`src/logic/hsf_pkg.sv`:
```
package hsf_pkg;
  // Timing
  localparam int unsigned CLK_HZ         = 40_000_000;
  localparam int unsigned SAMPLE_HZ      = 8_000;
  localparam int unsigned WAKE_US        = 2_000;
  localparam int unsigned SAMPLE_CYC_DEF = CLK_HZ / SAMPLE_HZ;
  localparam int unsigned WAKE_CYC_DEF   = WAKE_US * (CLK_HZ / 1_000_000);
  // Idle timeout, in sample ticks, indexed by the timeout field
  localparam logic [7:0] TMO_TICKS_0 = 8'h28;
  localparam logic [7:0] TMO_TICKS_1 = 8'h50;
  localparam logic [7:0] TMO_TICKS_2 = 8'h78;
  localparam logic [7:0] TMO_TICKS_3 = 8'ha0;
  // Bus
  localparam logic [6:0] SLAVE_ADDR  = 7'h59;
  localparam logic [3:0] BITS_BYTE   = 4'h8;
  localparam logic [2:0] BIT_LAST    = 3'h7;
  // Register indices
  localparam logic [7:0] STATUS_IDX  = 8'h00;
  localparam logic [7:0] CTRL1_IDX   = 8'h01;
  localparam logic [7:0] CTRL2_IDX   = 8'h02;
  localparam logic [7:0] QUEUE_IDX   = 8'h0b;
  // Fields
  localparam int unsigned FULL_BIT   = 0;
  localparam int unsigned EMPTY_BIT  = 1;
  localparam int unsigned SRC_BIT    = 2;
  localparam int unsigned RST_BIT    = 7;
  localparam int unsigned STBY_BIT   = 6;
  localparam int unsigned FORCE_BIT  = 1;
  localparam logic [7:0] CTRL1_WMASK = 8'h07;
  localparam logic [7:0] CTRL2_WMASK = 8'hce;
  localparam logic [7:0] CTRL1_RST   = 8'h00;
  localparam logic [7:0] CTRL2_RST   = 8'h40;
  localparam logic [3:0] CHIP_ID_DEF = 4'h3; // Arbitrary value
  localparam logic [7:0] MID_CODE    = 8'h00;
  localparam logic [7:0] ONE_CODE    = 8'h01;

  typedef enum logic [3:0] {
    P_IDLE = 4'h1,
    P_WAKE = 4'h2,
    P_PLAY = 4'h4,
    P_RAMP = 4'h8
  } hsf_play_e;

  typedef enum logic [5:0] {
    I_IDLE  = 6'h01,
    I_ADDR  = 6'h02,
    I_REG   = 6'h04,
    I_WDATA = 6'h08,
    I_RDATA = 6'h10,
    I_ACK   = 6'h20
  } hsf_bus_e;
endpackage

```
`src/logic/hsf_top.sv`:
```
`timescale 1ns/1ps
// How it works
// - Brownout detector firing resets every register and state machine.
// - Samples sit in a 100-entry queue of 8-bit bytes.
// - While playing, one sample leaves the queue per 8 kHz tick to the DAC.
// - Bytes written to register 0x0B are pushed into the queue unless standby is set.
// - First sample while idle starts wake-up; 2 ms before first DAC sample.
// - Queue empty for the programmed timeout returns the device to idle.
// - Queue data byte is answered with NAK while the queue is full.
// - Full flag set when all entries hold data; no unplayed sample lost.
// - Multi-byte writes to 0x0B all enter the queue; address stays put.
// - Samples are two's complement; 0x00 is mid-scale.
// - Source select bit routes analog inputs to the amplifier.
// - Gain field still applies in analog mode.
// - In analog mode only the force-enable bit powers boost and amplifier.
// - Bytes travel MSB first and every byte gets an acknowledge bit.
// - SDA fall with SCL high is START, SDA rise with SCL high is STOP.
// - Device answers only slave address 0x59 plus direction bit.
// - Acknowledge drives SDA low for the whole acknowledge clock.
// - Any byte count between START and STOP; STOP ends the transfer.
// - Register address auto-increments after each acknowledged data byte, except for bytes written to 0x0B.
// - Register address byte is acknowledged before any data byte.
// - Queue writes during the failsafe ramp to mid-scale are discarded.
// - Unless standby is set, force-enable starts up at once and keeps power on until cleared.
module hsf_top
  import hsf_pkg::*;
#(
  parameter int unsigned DEPTH      = 100,
  parameter int unsigned SAMPLE_CYC = SAMPLE_CYC_DEF,
  parameter int unsigned WAKE_CYC   = WAKE_CYC_DEF,
  parameter logic [3:0]  CHIP_ID    = CHIP_ID_DEF
) (
  input  wire logic       clk,
  input  wire logic       rst_b,
  input  wire logic       scl_i,
  input  wire logic       sda_i,
  output wire logic       sda_o,
  output logic            sda_oe,
  input  wire logic       brownout_detect,
  input  wire logic       dac_ready,
  output logic [7:0]      dac_code,
  output logic            dac_strobe,
  output logic            boost_en,
  output logic            amp_en,
  output logic            analog_sel,
  output logic [1:0]      amp_gain
);
  localparam int unsigned PW = $clog2(DEPTH);
  localparam int unsigned TW = $clog2(SAMPLE_CYC);
  localparam int unsigned WW = $clog2(WAKE_CYC);

  ////////////////////////////////////////////////////////////////////////////
  // Pin synchronisers and bus events
  logic [2:0] scl_q, sda_q, bo_q;
  logic       clr;
  always_ff @(posedge clk or negedge rst_b) begin
    if (!rst_b) begin
      scl_q <= 3'h7;
      sda_q <= 3'h7;
      bo_q  <= 3'h0;
    end else begin
      scl_q <= {scl_q[1:0], scl_i};
      sda_q <= {sda_q[1:0], sda_i};
      bo_q  <= {bo_q[1:0], brownout_detect};
    end
  end
  logic scl_rise, scl_fall, bus_start, bus_stop;
  assign scl_rise  = scl_q[1] & ~scl_q[2];
  assign scl_fall  = ~scl_q[1] & scl_q[2];
  assign bus_start = scl_q[1] & scl_q[2] & ~sda_q[1] & sda_q[2];
  assign bus_stop  = scl_q[1] & scl_q[2] & sda_q[1] & ~sda_q[2];
  assign sda_o     = 1'b0;

  ////////////////////////////////////////////////////////////////////////////
  // Registers
  logic [7:0] ctrl1_q, ctrl2_q, ptr_q;
  logic       q_full, q_empty;
  assign clr        = bo_q[1] | ctrl2_q[RST_BIT];
  assign analog_sel = ctrl1_q[SRC_BIT];
  assign amp_gain   = ctrl1_q[1:0];

  function automatic logic [7:0] rd_reg(input logic [7:0] idx);
    case (idx)
      STATUS_IDX: rd_reg = {6'h00, q_empty, q_full};
      CTRL1_IDX:  rd_reg = {1'b0, CHIP_ID, ctrl1_q[2:0]};
      CTRL2_IDX:  rd_reg = ctrl2_q;
      default:    rd_reg = 8'h00;
    endcase
  endfunction

  ////////////////////////////////////////////////////////////////////////////
  // Serial slave
  hsf_bus_e   bus_q, nxt_q;
  logic [3:0] cnt_q;
  logic [7:0] sh_q;
  logic       byte_end, wr_byte, q_write, q_nak, q_push, reg_wr, ramping;
  logic       standby;
  assign byte_end = scl_fall & (cnt_q == BITS_BYTE) &
                    (bus_q inside {I_ADDR, I_REG, I_WDATA});
  assign wr_byte  = byte_end & (bus_q == I_WDATA);
  assign q_write  = wr_byte & (ptr_q == QUEUE_IDX);
  assign q_nak    = q_write & q_full;
  assign q_push   = q_write & ~q_full & ~ramping & ~standby;
  assign reg_wr   = wr_byte & (ptr_q != QUEUE_IDX);

  always_ff @(posedge clk or negedge rst_b) begin
    if (!rst_b) begin
      bus_q  <= I_IDLE;
      nxt_q  <= I_IDLE;
      cnt_q  <= 4'h0;
      sh_q   <= 8'h00;
      ptr_q  <= 8'h00;
      sda_oe <= 1'b0;
    end else if (clr) begin
      bus_q  <= I_IDLE;
      nxt_q  <= I_IDLE;
      cnt_q  <= 4'h0;
      sda_oe <= 1'b0;
      ptr_q  <= 8'h00;
    end else if (bus_start) begin
      bus_q  <= I_ADDR;
      cnt_q  <= 4'h0;
      sda_oe <= 1'b0;
    end else if (bus_stop) begin
      bus_q  <= I_IDLE;
      sda_oe <= 1'b0;
    end else begin
      unique case (bus_q)
        I_IDLE: ;
        I_ADDR, I_REG, I_WDATA: begin
          if (scl_rise && cnt_q != BITS_BYTE) begin
            sh_q  <= {sh_q[6:0], sda_q[1]};
            cnt_q <= cnt_q + 4'h1;
          end else if (byte_end) begin
            cnt_q <= 4'h0;
            bus_q <= I_ACK;
            if (bus_q == I_ADDR) begin
              if (sh_q[7:1] != SLAVE_ADDR) begin
                bus_q <= I_IDLE;
              end else if (sh_q[0]) begin
                sda_oe <= 1'b1;
                nxt_q  <= I_RDATA;
                sh_q   <= rd_reg(ptr_q);
              end else begin
                sda_oe <= 1'b1;
                nxt_q  <= I_REG;
              end
            end else if (bus_q == I_REG) begin
              ptr_q  <= sh_q;
              sda_oe <= 1'b1;
              nxt_q  <= I_WDATA;
            end else begin
              sda_oe <= ~q_nak;
              nxt_q  <= I_WDATA;
              if (!q_write) begin
                ptr_q <= ptr_q + 8'h01;
              end
            end
          end
        end
        I_ACK: begin
          if (scl_fall) begin
            bus_q  <= nxt_q;
            sda_oe <= (nxt_q == I_RDATA) ? ~sh_q[7] : 1'b0;
          end
        end
        I_RDATA: begin
          if (scl_fall) begin
            if (cnt_q[2:0] == BIT_LAST) begin
              cnt_q  <= 4'h0;
              sda_oe <= 1'b0;
              bus_q  <= I_ADDR;
              nxt_q  <= I_RDATA;
              cnt_q  <= BITS_BYTE;
            end else begin
              cnt_q  <= cnt_q + 4'h1;
              sh_q   <= {sh_q[6:0], 1'b0};
              sda_oe <= ~sh_q[6];
            end
          end
        end
        default: bus_q <= I_IDLE;
      endcase
      // Master acknowledge after a read byte
      if (bus_q == I_ADDR && nxt_q == I_RDATA && cnt_q == BITS_BYTE &&
          scl_rise) begin
        if (!sda_q[1]) begin
          ptr_q <= ptr_q + 8'h01;
          sh_q  <= rd_reg(ptr_q + 8'h01);
          bus_q <= I_ACK;
        end else begin
          bus_q <= I_IDLE;
        end
      end
    end
  end

  always_ff @(posedge clk or negedge rst_b) begin
    if (!rst_b) begin
      ctrl1_q <= CTRL1_RST;
      ctrl2_q <= CTRL2_RST;
    end else if (clr) begin
      ctrl1_q <= CTRL1_RST;
      ctrl2_q <= CTRL2_RST;
    end else if (reg_wr && ptr_q == CTRL1_IDX) begin
      ctrl1_q <= sh_q & CTRL1_WMASK;
    end else if (reg_wr && ptr_q == CTRL2_IDX) begin
      ctrl2_q <= sh_q & CTRL2_WMASK;
    end
  end
  assign standby = ctrl2_q[STBY_BIT];

  ////////////////////////////////////////////////////////////////////////////
  // Sample queue
  logic [7:0]    mem_q [DEPTH];
  logic [PW-1:0] wp_q, rp_q;
  logic [PW:0]   qc_q;
  logic [1:0]    bc_q;
  logic          pop;
  assign q_full = (qc_q == (PW+1)'(DEPTH));
  assign pop    = (qc_q != '0) & (bc_q != 2'h2);
  always_ff @(posedge clk or negedge rst_b) begin
    if (!rst_b) begin
      wp_q <= '0;
      rp_q <= '0;
      qc_q <= '0;
    end else if (clr) begin
      wp_q <= '0;
      rp_q <= '0;
      qc_q <= '0;
    end else begin
      if (q_push) begin
        mem_q[wp_q] <= sh_q;
        wp_q <= (wp_q == PW'(DEPTH - 1)) ? '0 : wp_q + 1'b1;
      end
      if (pop) begin
        rp_q <= (rp_q == PW'(DEPTH - 1)) ? '0 : rp_q + 1'b1;
      end
      qc_q <= qc_q + (PW+1)'(q_push) - (PW+1)'(pop);
    end
  end

  ////////////////////////////////////////////////////////////////////////////
  // Two-entry buffer in front of the DAC; a stalled DAC loses no word
  logic [7:0] buf_q [2];
  logic       bh_q, drain;
  hsf_play_e  ps_q;
  logic       tick;
  assign drain   = tick & (ps_q == P_PLAY) & (bc_q != 2'h0) & dac_ready;
  assign q_empty = (qc_q == '0) & (bc_q == 2'h0);
  always_ff @(posedge clk or negedge rst_b) begin
    if (!rst_b) begin
      bc_q <= 2'h0;
      bh_q <= 1'b0;
    end else if (clr) begin
      bc_q <= 2'h0;
      bh_q <= 1'b0;
    end else begin
      if (pop) begin
        // With one word held the free slot is always the other one
        buf_q[bh_q ^ (bc_q == 2'h1)] <= mem_q[rp_q];
      end
      if (drain) begin
        bh_q <= ~bh_q;
      end
      bc_q <= bc_q + {1'b0, pop} - {1'b0, drain};
    end
  end

  ////////////////////////////////////////////////////////////////////////////
  // Sample tick and playback
  logic [TW-1:0] div_q;
  logic [WW-1:0] wk_q;
  logic [7:0]    to_q, to_lim;
  logic          force_en, go_digital;
  assign tick       = (div_q == TW'(SAMPLE_CYC - 1));
  assign force_en   = ctrl2_q[FORCE_BIT];
  assign go_digital = ~analog_sel & ~standby;
  assign ramping    = (ps_q == P_RAMP);
  always_comb begin
    unique case (ctrl2_q[3:2])
      2'h0: to_lim = TMO_TICKS_0;
      2'h1: to_lim = TMO_TICKS_1;
      2'h2: to_lim = TMO_TICKS_2;
      2'h3: to_lim = TMO_TICKS_3;
    endcase
  end
  always_ff @(posedge clk or negedge rst_b) begin
    if (!rst_b) begin
      div_q <= '0;
    end else if (clr || tick) begin
      div_q <= '0;
    end else begin
      div_q <= div_q + 1'b1;
    end
  end

  always_ff @(posedge clk or negedge rst_b) begin
    if (!rst_b) begin
      ps_q       <= P_IDLE;
      wk_q       <= '0;
      to_q       <= 8'h00;
      dac_code   <= MID_CODE;
      dac_strobe <= 1'b0;
    end else if (clr) begin
      ps_q       <= P_IDLE;
      wk_q       <= '0;
      to_q       <= 8'h00;
      dac_code   <= MID_CODE;
      dac_strobe <= 1'b0;
    end else begin
      dac_strobe <= 1'b0;
      unique case (ps_q)
        P_IDLE: begin
          wk_q <= '0;
          if (go_digital && (q_push || force_en)) begin
            ps_q <= P_WAKE;
          end
        end
        P_WAKE: begin
          wk_q <= wk_q + 1'b1;
          if (!go_digital) begin
            ps_q <= P_IDLE;
          end else if (wk_q == WW'(WAKE_CYC - 1)) begin
            ps_q <= P_PLAY;
            to_q <= 8'h00;
          end
        end
        P_PLAY: begin
          if (!go_digital) begin
            ps_q <= P_IDLE;
          end else if (drain) begin
            dac_code   <= buf_q[bh_q];
            dac_strobe <= 1'b1;
            to_q       <= 8'h00;
          end else if (tick && bc_q == 2'h0 && !force_en) begin
            to_q <= to_q + 8'h01;
            if (to_q == to_lim) begin
              ps_q <= (dac_code == MID_CODE) ? P_IDLE : P_RAMP;
            end
          end
        end
        P_RAMP: begin
          // Step one code per tick; signed compare finds the direction
          if (dac_code == MID_CODE) begin
            ps_q <= P_IDLE;
          end else if (tick) begin
            dac_code   <= $signed(dac_code) > 0 ? dac_code - ONE_CODE
                                                : dac_code + ONE_CODE;
            dac_strobe <= 1'b1;
          end
        end
      endcase
    end
  end

  // Analog mode power follows the force bit, held off while standby is set
  always_comb begin
    if (analog_sel) begin
      boost_en = force_en & ~standby;
    end else begin
      boost_en = (ps_q != P_IDLE);
    end
    amp_en = boost_en;
  end
endmodule

```
`config.mk`:
```
export PLATFORM = sky130hd
export DESIGN_NAME = hsf_top
export DESIGN_NICKNAME = d
export VERILOG_FILES = /design/src/logic/hsf_pkg.sv /design/src/logic/hsf_top.sv
export SDC_FILE = /design/constraint.sdc
export NUM_CORES = 1
export LEC_CHECK = 0
export BUFFER_PORTS_ARGS = -buffer_cell sky130_fd_sc_hd__buf_2
export CAP_MARGIN = 0
export CELL_PAD_IN_SITES_DETAIL_PLACEMENT = 1
export CELL_PAD_IN_SITES_GLOBAL_PLACEMENT = 1
export CORE_AREA = 4 4 334 336
export DETAILED_ROUTE_END_ITERATION = 10
export DIE_AREA = 0 0 338 340
export HOLD_SLACK_MARGIN = 0.06
export PLACE_DENSITY = 0.71
export SKIP_LAST_GASP = 1
export SLEW_MARGIN = 10
export SYNTH_ARGS = -nofsm -noshare
export SYNTH_HDL_FRONTEND = slang
export SYNTH_SLANG_ARGS = --single-unit
```
`constraint.sdc`:
```
create_clock -name clk -period 3.3 [get_ports clk]
set_input_delay 0.825 -clock clk [delete_from_list [all_inputs] [get_ports clk]]
set_output_delay 0.825 -clock clk [all_outputs]
set_load 0.02 [all_outputs]
```
==> Yosys cells after proc, flatten, opt, wreduce, memory -nomap -nowiden <==
Memory sizes are Yosys's and may differ from the RTL's.
Index checks and enable logic that the tools add are counted.
{ "word_totals": {"ff_bits": 128, "ram_bits": 816, "n_memories": 2} }
{ "classes": {"n_addsub": 13, "n_lt_le_gt_ge": 1, "n_eq_ne": 68, "n_mux": 125, "bitwise_logic": 40, "n_reduce_logical": 45} }
{ "memory_table": {"columns": ["name", "depth", "width", "read_ports", "rd_clocked_by_memory_dff", "write_ports", "line", "source"], "rows": [
  ["mem_q", 100, 8, 1, 0, 1, "hsf_top.sv:215", "logic [7:0] mem_q [DEPTH];"],
  ["buf_q", 2, 8, 1, 0, 1, "hsf_top.sv:245", "logic [7:0] buf_q [2];"]
]} }
{ "ops": {"columns": ["cell", "count"], "rows": [
  ["$mux 8", 36],
  ["$mux 6", 21],
  ["$mux 4", 17],
  ["$pmux 8 s2", 3],
  ["$pmux 8 s3", 2],
  ["$mux 7", 6],
  ["$ne 6x6->1 const B", 6],
  ["$pmux 17 s2", 1],
  ["$ne 3x3->1 const B", 11],
  ["$logic_not 8->1", 4],
  ["$pmux 8 s4", 1],
  ["$ne 5x5->1 const B", 6],
  ["$mux 1", 26],
  ["$add 8x1->8 const B", 3],
  ["$pmux 6 s4", 1],
  ["$and 1x1->1", 23],
  ["$ne 4x4->1 const B", 5],
  ["$reduce_and 6->1", 3],
  ["$add 17x1->17 const B", 1],
  ["$eq 17x17->1 const B", 1],
  ["$mux 17", 1],
  ["$eq 8x1->1 const B", 2],
  ["$eq 8x2->1 const B", 2],
  ["$pmux 4 s4", 1],
  ["59 further kinds", 109]
]} }

==> Longest topological paths before layout <==
{ "logic_depth": {"depth_word": 17, "ltp_mapped": 14, "depth_no_buf": 14} }

==> Least setup slack after synthesis <==
No wires, ideal clock.
{ "synth_path": {"path_type": "register to register", "start": "register sh_q[1]", "end": "register sh_q[3]", "setup_ns": 0.076, "arrival_time_ns": 3.231, "required_ns": 3.224, "slack_ns": -0.006, "stages_incl_launch_ff": 8, "path_buffers": 1, "synth_period_minus_slack_ns": 3.306, "cell_sequence": "dfrtp_1 buf_2 nand3b_1 nor4_1 nand4_1 o31ai_1 a21bo_2 a32o_1"} }
{ "synth_via": {"elab_chain_len": 8} }
{ "synth_lines": {"columns": ["element", "line", "source"], "rows": [
  ["from (decl)", "hsf_top.sv:95", "logic [7:0] sh_q;"],
  ["from (signal assigned)", "hsf_top.sv:132", "sh_q <= {sh_q[6:0], sda_q[1]};"],
  ["from (signal assigned)", "hsf_top.sv:143", "sh_q <= rd_reg(ptr_q);"],
  ["from (signal assigned)", "hsf_top.sv:177", "sh_q <= {sh_q[6:0], 1'b0};"],
  ["$ne 7x7->1 (*)", "hsf_top.sv:138", "if (sh_q[7:1] != SLAVE_ADDR) begin"],
  ["$mux 8 (*)", "hsf_top.sv:138", null],
  ["$mux 8 (*)", "hsf_top.sv:137", "if (bus_q == I_ADDR) begin"],
  ["$mux 8 (*)", "hsf_top.sv:134", "end else if (byte_end) begin"],
  ["$mux 8 (*)", "hsf_top.sv:131", "if (scl_rise && cnt_q != BITS_BYTE) begin"],
  ["$pmux 8 s2 (*)", "hsf_top.sv:128", "unique case (bus_q)"],
  ["$mux 8", "hsf_top.sv:187", "if (!sda_q[1]) begin"],
  ["$mux 8 (*)", "hsf_top.sv:185", "if (bus_q == I_ADDR && nxt_q == I_RDATA && cnt_q == BITS_BYTE &&"]
]} }
Every way passes the cells marked *; elsewhere a longest branch is shown, timed or not.
A chain may end at the register's enable or synchronous reset.

==> Final worst setup path <==
{ "layout_path": {"start": "register rp_q[1]", "end": "memory buf_q[1][5], data pin"} }
{ "layout_via": {"elab_chain_len": 1} }
{ "layout_lines": {"columns": ["element", "line", "source"], "rows": [
  ["from (decl)", "hsf_top.sv:216", "logic [PW-1:0] wp_q, rp_q;"],
  ["from (signal assigned)", "hsf_top.sv:237", "rp_q <= (rp_q == PW'(DEPTH - 1)) ? '0 : rp_q + 1'b1;"],
  ["$mem_v2 100x8", null, null],
  ["to (decl)", "hsf_top.sv:245", null]
]} }
No other way between the ends.

==> impl_metrics.ini <==
[synth]
synth_edf_count = 816
syn_inst = 2492
synth_fa_ha_area_frac = 0.01232
ys_ff_latch = 939
synth_top_family_by_area = multiplexers
synthSimpleGateAreaFrac = 0.07606
synth_nets = 2536
synth_compound_area_frac = 0.06682
syn_avg_cell_area_um2 = 15.98
syn_area_mm2 = 0.03981
yosysSeqAreaShare = 0.6931
ys_async_sr_fraction = 0.1310
synth-xor-area-share = 0.007920
synthMuxAreaShare = 0.1244
synth-main-ff-cell = edfxtp_1
yosys_warnings = 0
yosysUniqueCellTypes = 94

[placement]
placed_area_mm2 = 0.04301
gp_congestion = 0.8708
dp_slack_ns = -0.04583
numPortBuffers = 20
hpwl_um = 72410

[power_and_ir_drop]
power_frac_clock = 0.456
p_sw_uw = 5149
p_total_uw = 24960
ir_drop_v = 0.0004500
power_frac_comb = 0.023
seqPwrFrac = 0.521
internal_power_uw = 19810
swShare = 0.2063
p_leak_uw = 0.01476
power_density_mw_per_mm2 = 538.6

[worst_setup_path]
crit_end = buf_q[1][5]
cp.arrival_ns = 3.58
r2r_cells = 6
critical_path.startpoint = rp_q[1]
r2r-end = buf_q[1][5]
timing.rr.start = rp_q[1]
critPathMaxFanout = 36
required_ns = 3.63
cp-start-kind = flop
crit_type = reg -> reg
ff2ff_setup_slack_ns = 0.05
endpoint_kind = flop

[detailed_routing]
drt_iter0_drc = 2675
met3_length_um = 7910
postRouteWirelength_um = 111700
wl_per_cell_um = 26.63
drtAntennaViolNets = 0
met1Wirelength_um = 44840
routed.top_layer = met4
drc = 0
wl_met2_um = 55360
first_pass_iters = 5
vias_per_cell = 5.730
num_vias = 24020

[outcome]
status = complete, no violations

[clock_tree]
clock_latency_ns = 0.70
cts_buffers = 96
cts_buffer_depth = 3
path_clk_slew_ns = 0.06
cts_tree = built
htreeDepth = 3
cts.sinks = 939
cts-root-buf = clkbuf_16

[sta]
fin_worst_skew_ns = 0.05425
post-route-period-util = 0.9836
setup_viol = 0
setup_ws_ns = 0.05401
worst_pin_slew_ns = 1.259
hold_viol = 0
rsz0062_at_grt = true
setup_tns_ns = 0
layout_min_cycle_time_ns = 3.246
drv_slew = 0
fmax_mhz = 308.1
max_slew_margin = 0.1603

[grt]
grt_pass1_wl_um = 169200
grt_max_degree = 101
first_global_vias = 25690
grt_overflow = 0
antenna_found_initial = 2
grt_usage = 0.1945

[floorplanning]
ioPinCount = 22
dieArea_mm2 = 0.1149
std_cell_rows = 121
start_util = 0.3668
dieHeight_um = 340
core-area_mm2 = 0.1086
fp.dieW_um = 338

[final_layout]
layout-drive-gt1-share = 0.2240
fin_nets = 2747
mostFrequentLayoutCells = edfxtp_1, buf_4, nor2_1
utilization = 0.4269
final_common_cell = edfxtp_1
area_delta_synth_final_pct = 16.40
fin_area_mm2 = 0.04634

[run]
cap_violations = 0

[min_path]
hold_path.class = in -> reg
## worst max-delay path, stage by stage (launching register included)
cell and delay (ns):
dfrtp_4 0.88, buf_12 0.33, buf_4 0.19, mux4_2 0.34
mux4_2 0.51, a22oi_1 0.31, nand3_1 0.32
## cells in the mapped netlist (10+ instances only)
library cell,n,area share
a211oi_1,26,0.0049
a21oi_1,60,0.0075
nor3_1,23,0.0029
dfstp_2,10,0.0066
o31ai_1,17,0.0032
a21o_1,10,0.0019
buf_1,15,0.0014
mux4_2,167,0.094
nor2_1,212,0.020
edfxtp_1,816,0.62
xor2_1,17,0.0037
nand3_1,61,0.0077
a22oi_1,23,0.0043
o221ai_1,12,0.0026
nand2b_1,12,0.0019
nor4_1,15,0.0024
a31oi_1,21,0.0033
nand2_1,143,0.013
o22ai_1,37,0.0058
inv_1,42,0.0040
xnor2_1,19,0.0042
nand4_1,29,0.0046
mux2i_1,111,0.028
clkbuf_1,72,0.0068
buf_2,40,0.0050
ha_1,36,0.011
nor2b_1,25,0.0039
and3_1,20,0.0031
dfrtp_1,113,0.071
o21ai_0,94,0.012
o211ai_1,16,0.0030
## cells by family (layout without fill, tap and decap cells)
logic type,Yosys count,count (layout)
AOI/OAI and AO/OA,395,395
xor gates and xnor gates,36,36
adders and majority gates,38,38
buffers and inverters,181,466
DFF,939,939
muxes,285,285
other,1,3
and+or+nand+nor,617,617
## state kept, by name, summed over array words and instances (netlist names), 5 cells and up
signal	cells
mem_q	800
wk_q	17
buf_q	16
div_q	13
dac_code	8
ptr_q	8
qc_q	8
sh_q	8
to_q	8
rp_q	7
wp_q	7
bus_q	6
ctrl2_q	5
## stage by stage
step | hold slack (ns) | std cells
floorplan | 0.3312 | 2492
detailed placement | 0.3475 | 4017
finish | 0.2613 | 4193
CTS | 0.2186 | 4191
global route | 0.2384 | 4191
global placement | 0.3488 | 4017
## worst min-delay path by stage
stage                          startpoint  endpoint  slack (ns)  depth (start not counted)
after global placement           sda_q[0]  sda_q[1]        0.35                          0
after CTS                 brownout_detect   bo_q[0]        0.22                          1
after global routing      brownout_detect   bo_q[0]        0.24                          1
final                     brownout_detect   bo_q[0]        0.26                          1
after detailed placement         sda_q[0]  sda_q[1]        0.35                          0
after floorplan                   bo_q[0]   bo_q[1]        0.33                          0
## power groups by stage
stage               registers (µW)  logic (µW)  clock network [µW]
floorplan                    13300         206                   0
finish                       13000         578               11400
CTS                          13000         584               11600
global route                 13000         632               12100
detailed placement           13300         579                   0
global placement             13200         546                   0
## layout make-up
cell class	count	area (µm²)
Fill cell	10650	62210
Sequential cell	939	27630
Multi-Input combinational cell	1372	11470
Clock buffer	108	2467
Timing Repair Buffer	251	2013
Tap cell	1414	1769
Clock inverter	64	822.0
Inverter	43	161.4
Antenna cell	2	5.005
## per-layer routing
metal	track usage	up-vias
li1	-	10290
met1	0.2560	12550
met2	0.3250	989
met3	0.03513	198
met4	0.06722	0
met5	0	-
## what timing repair did
action                     in CTS  in global routing
setup endpoints to repair       3                  2
hold buffers                    1                  0
gates resized for setup         1                  2
hold endpoints to repair       14                  0
setup buffers                   1                  0
Note: power is estimated with default switching activity, not from simulation.
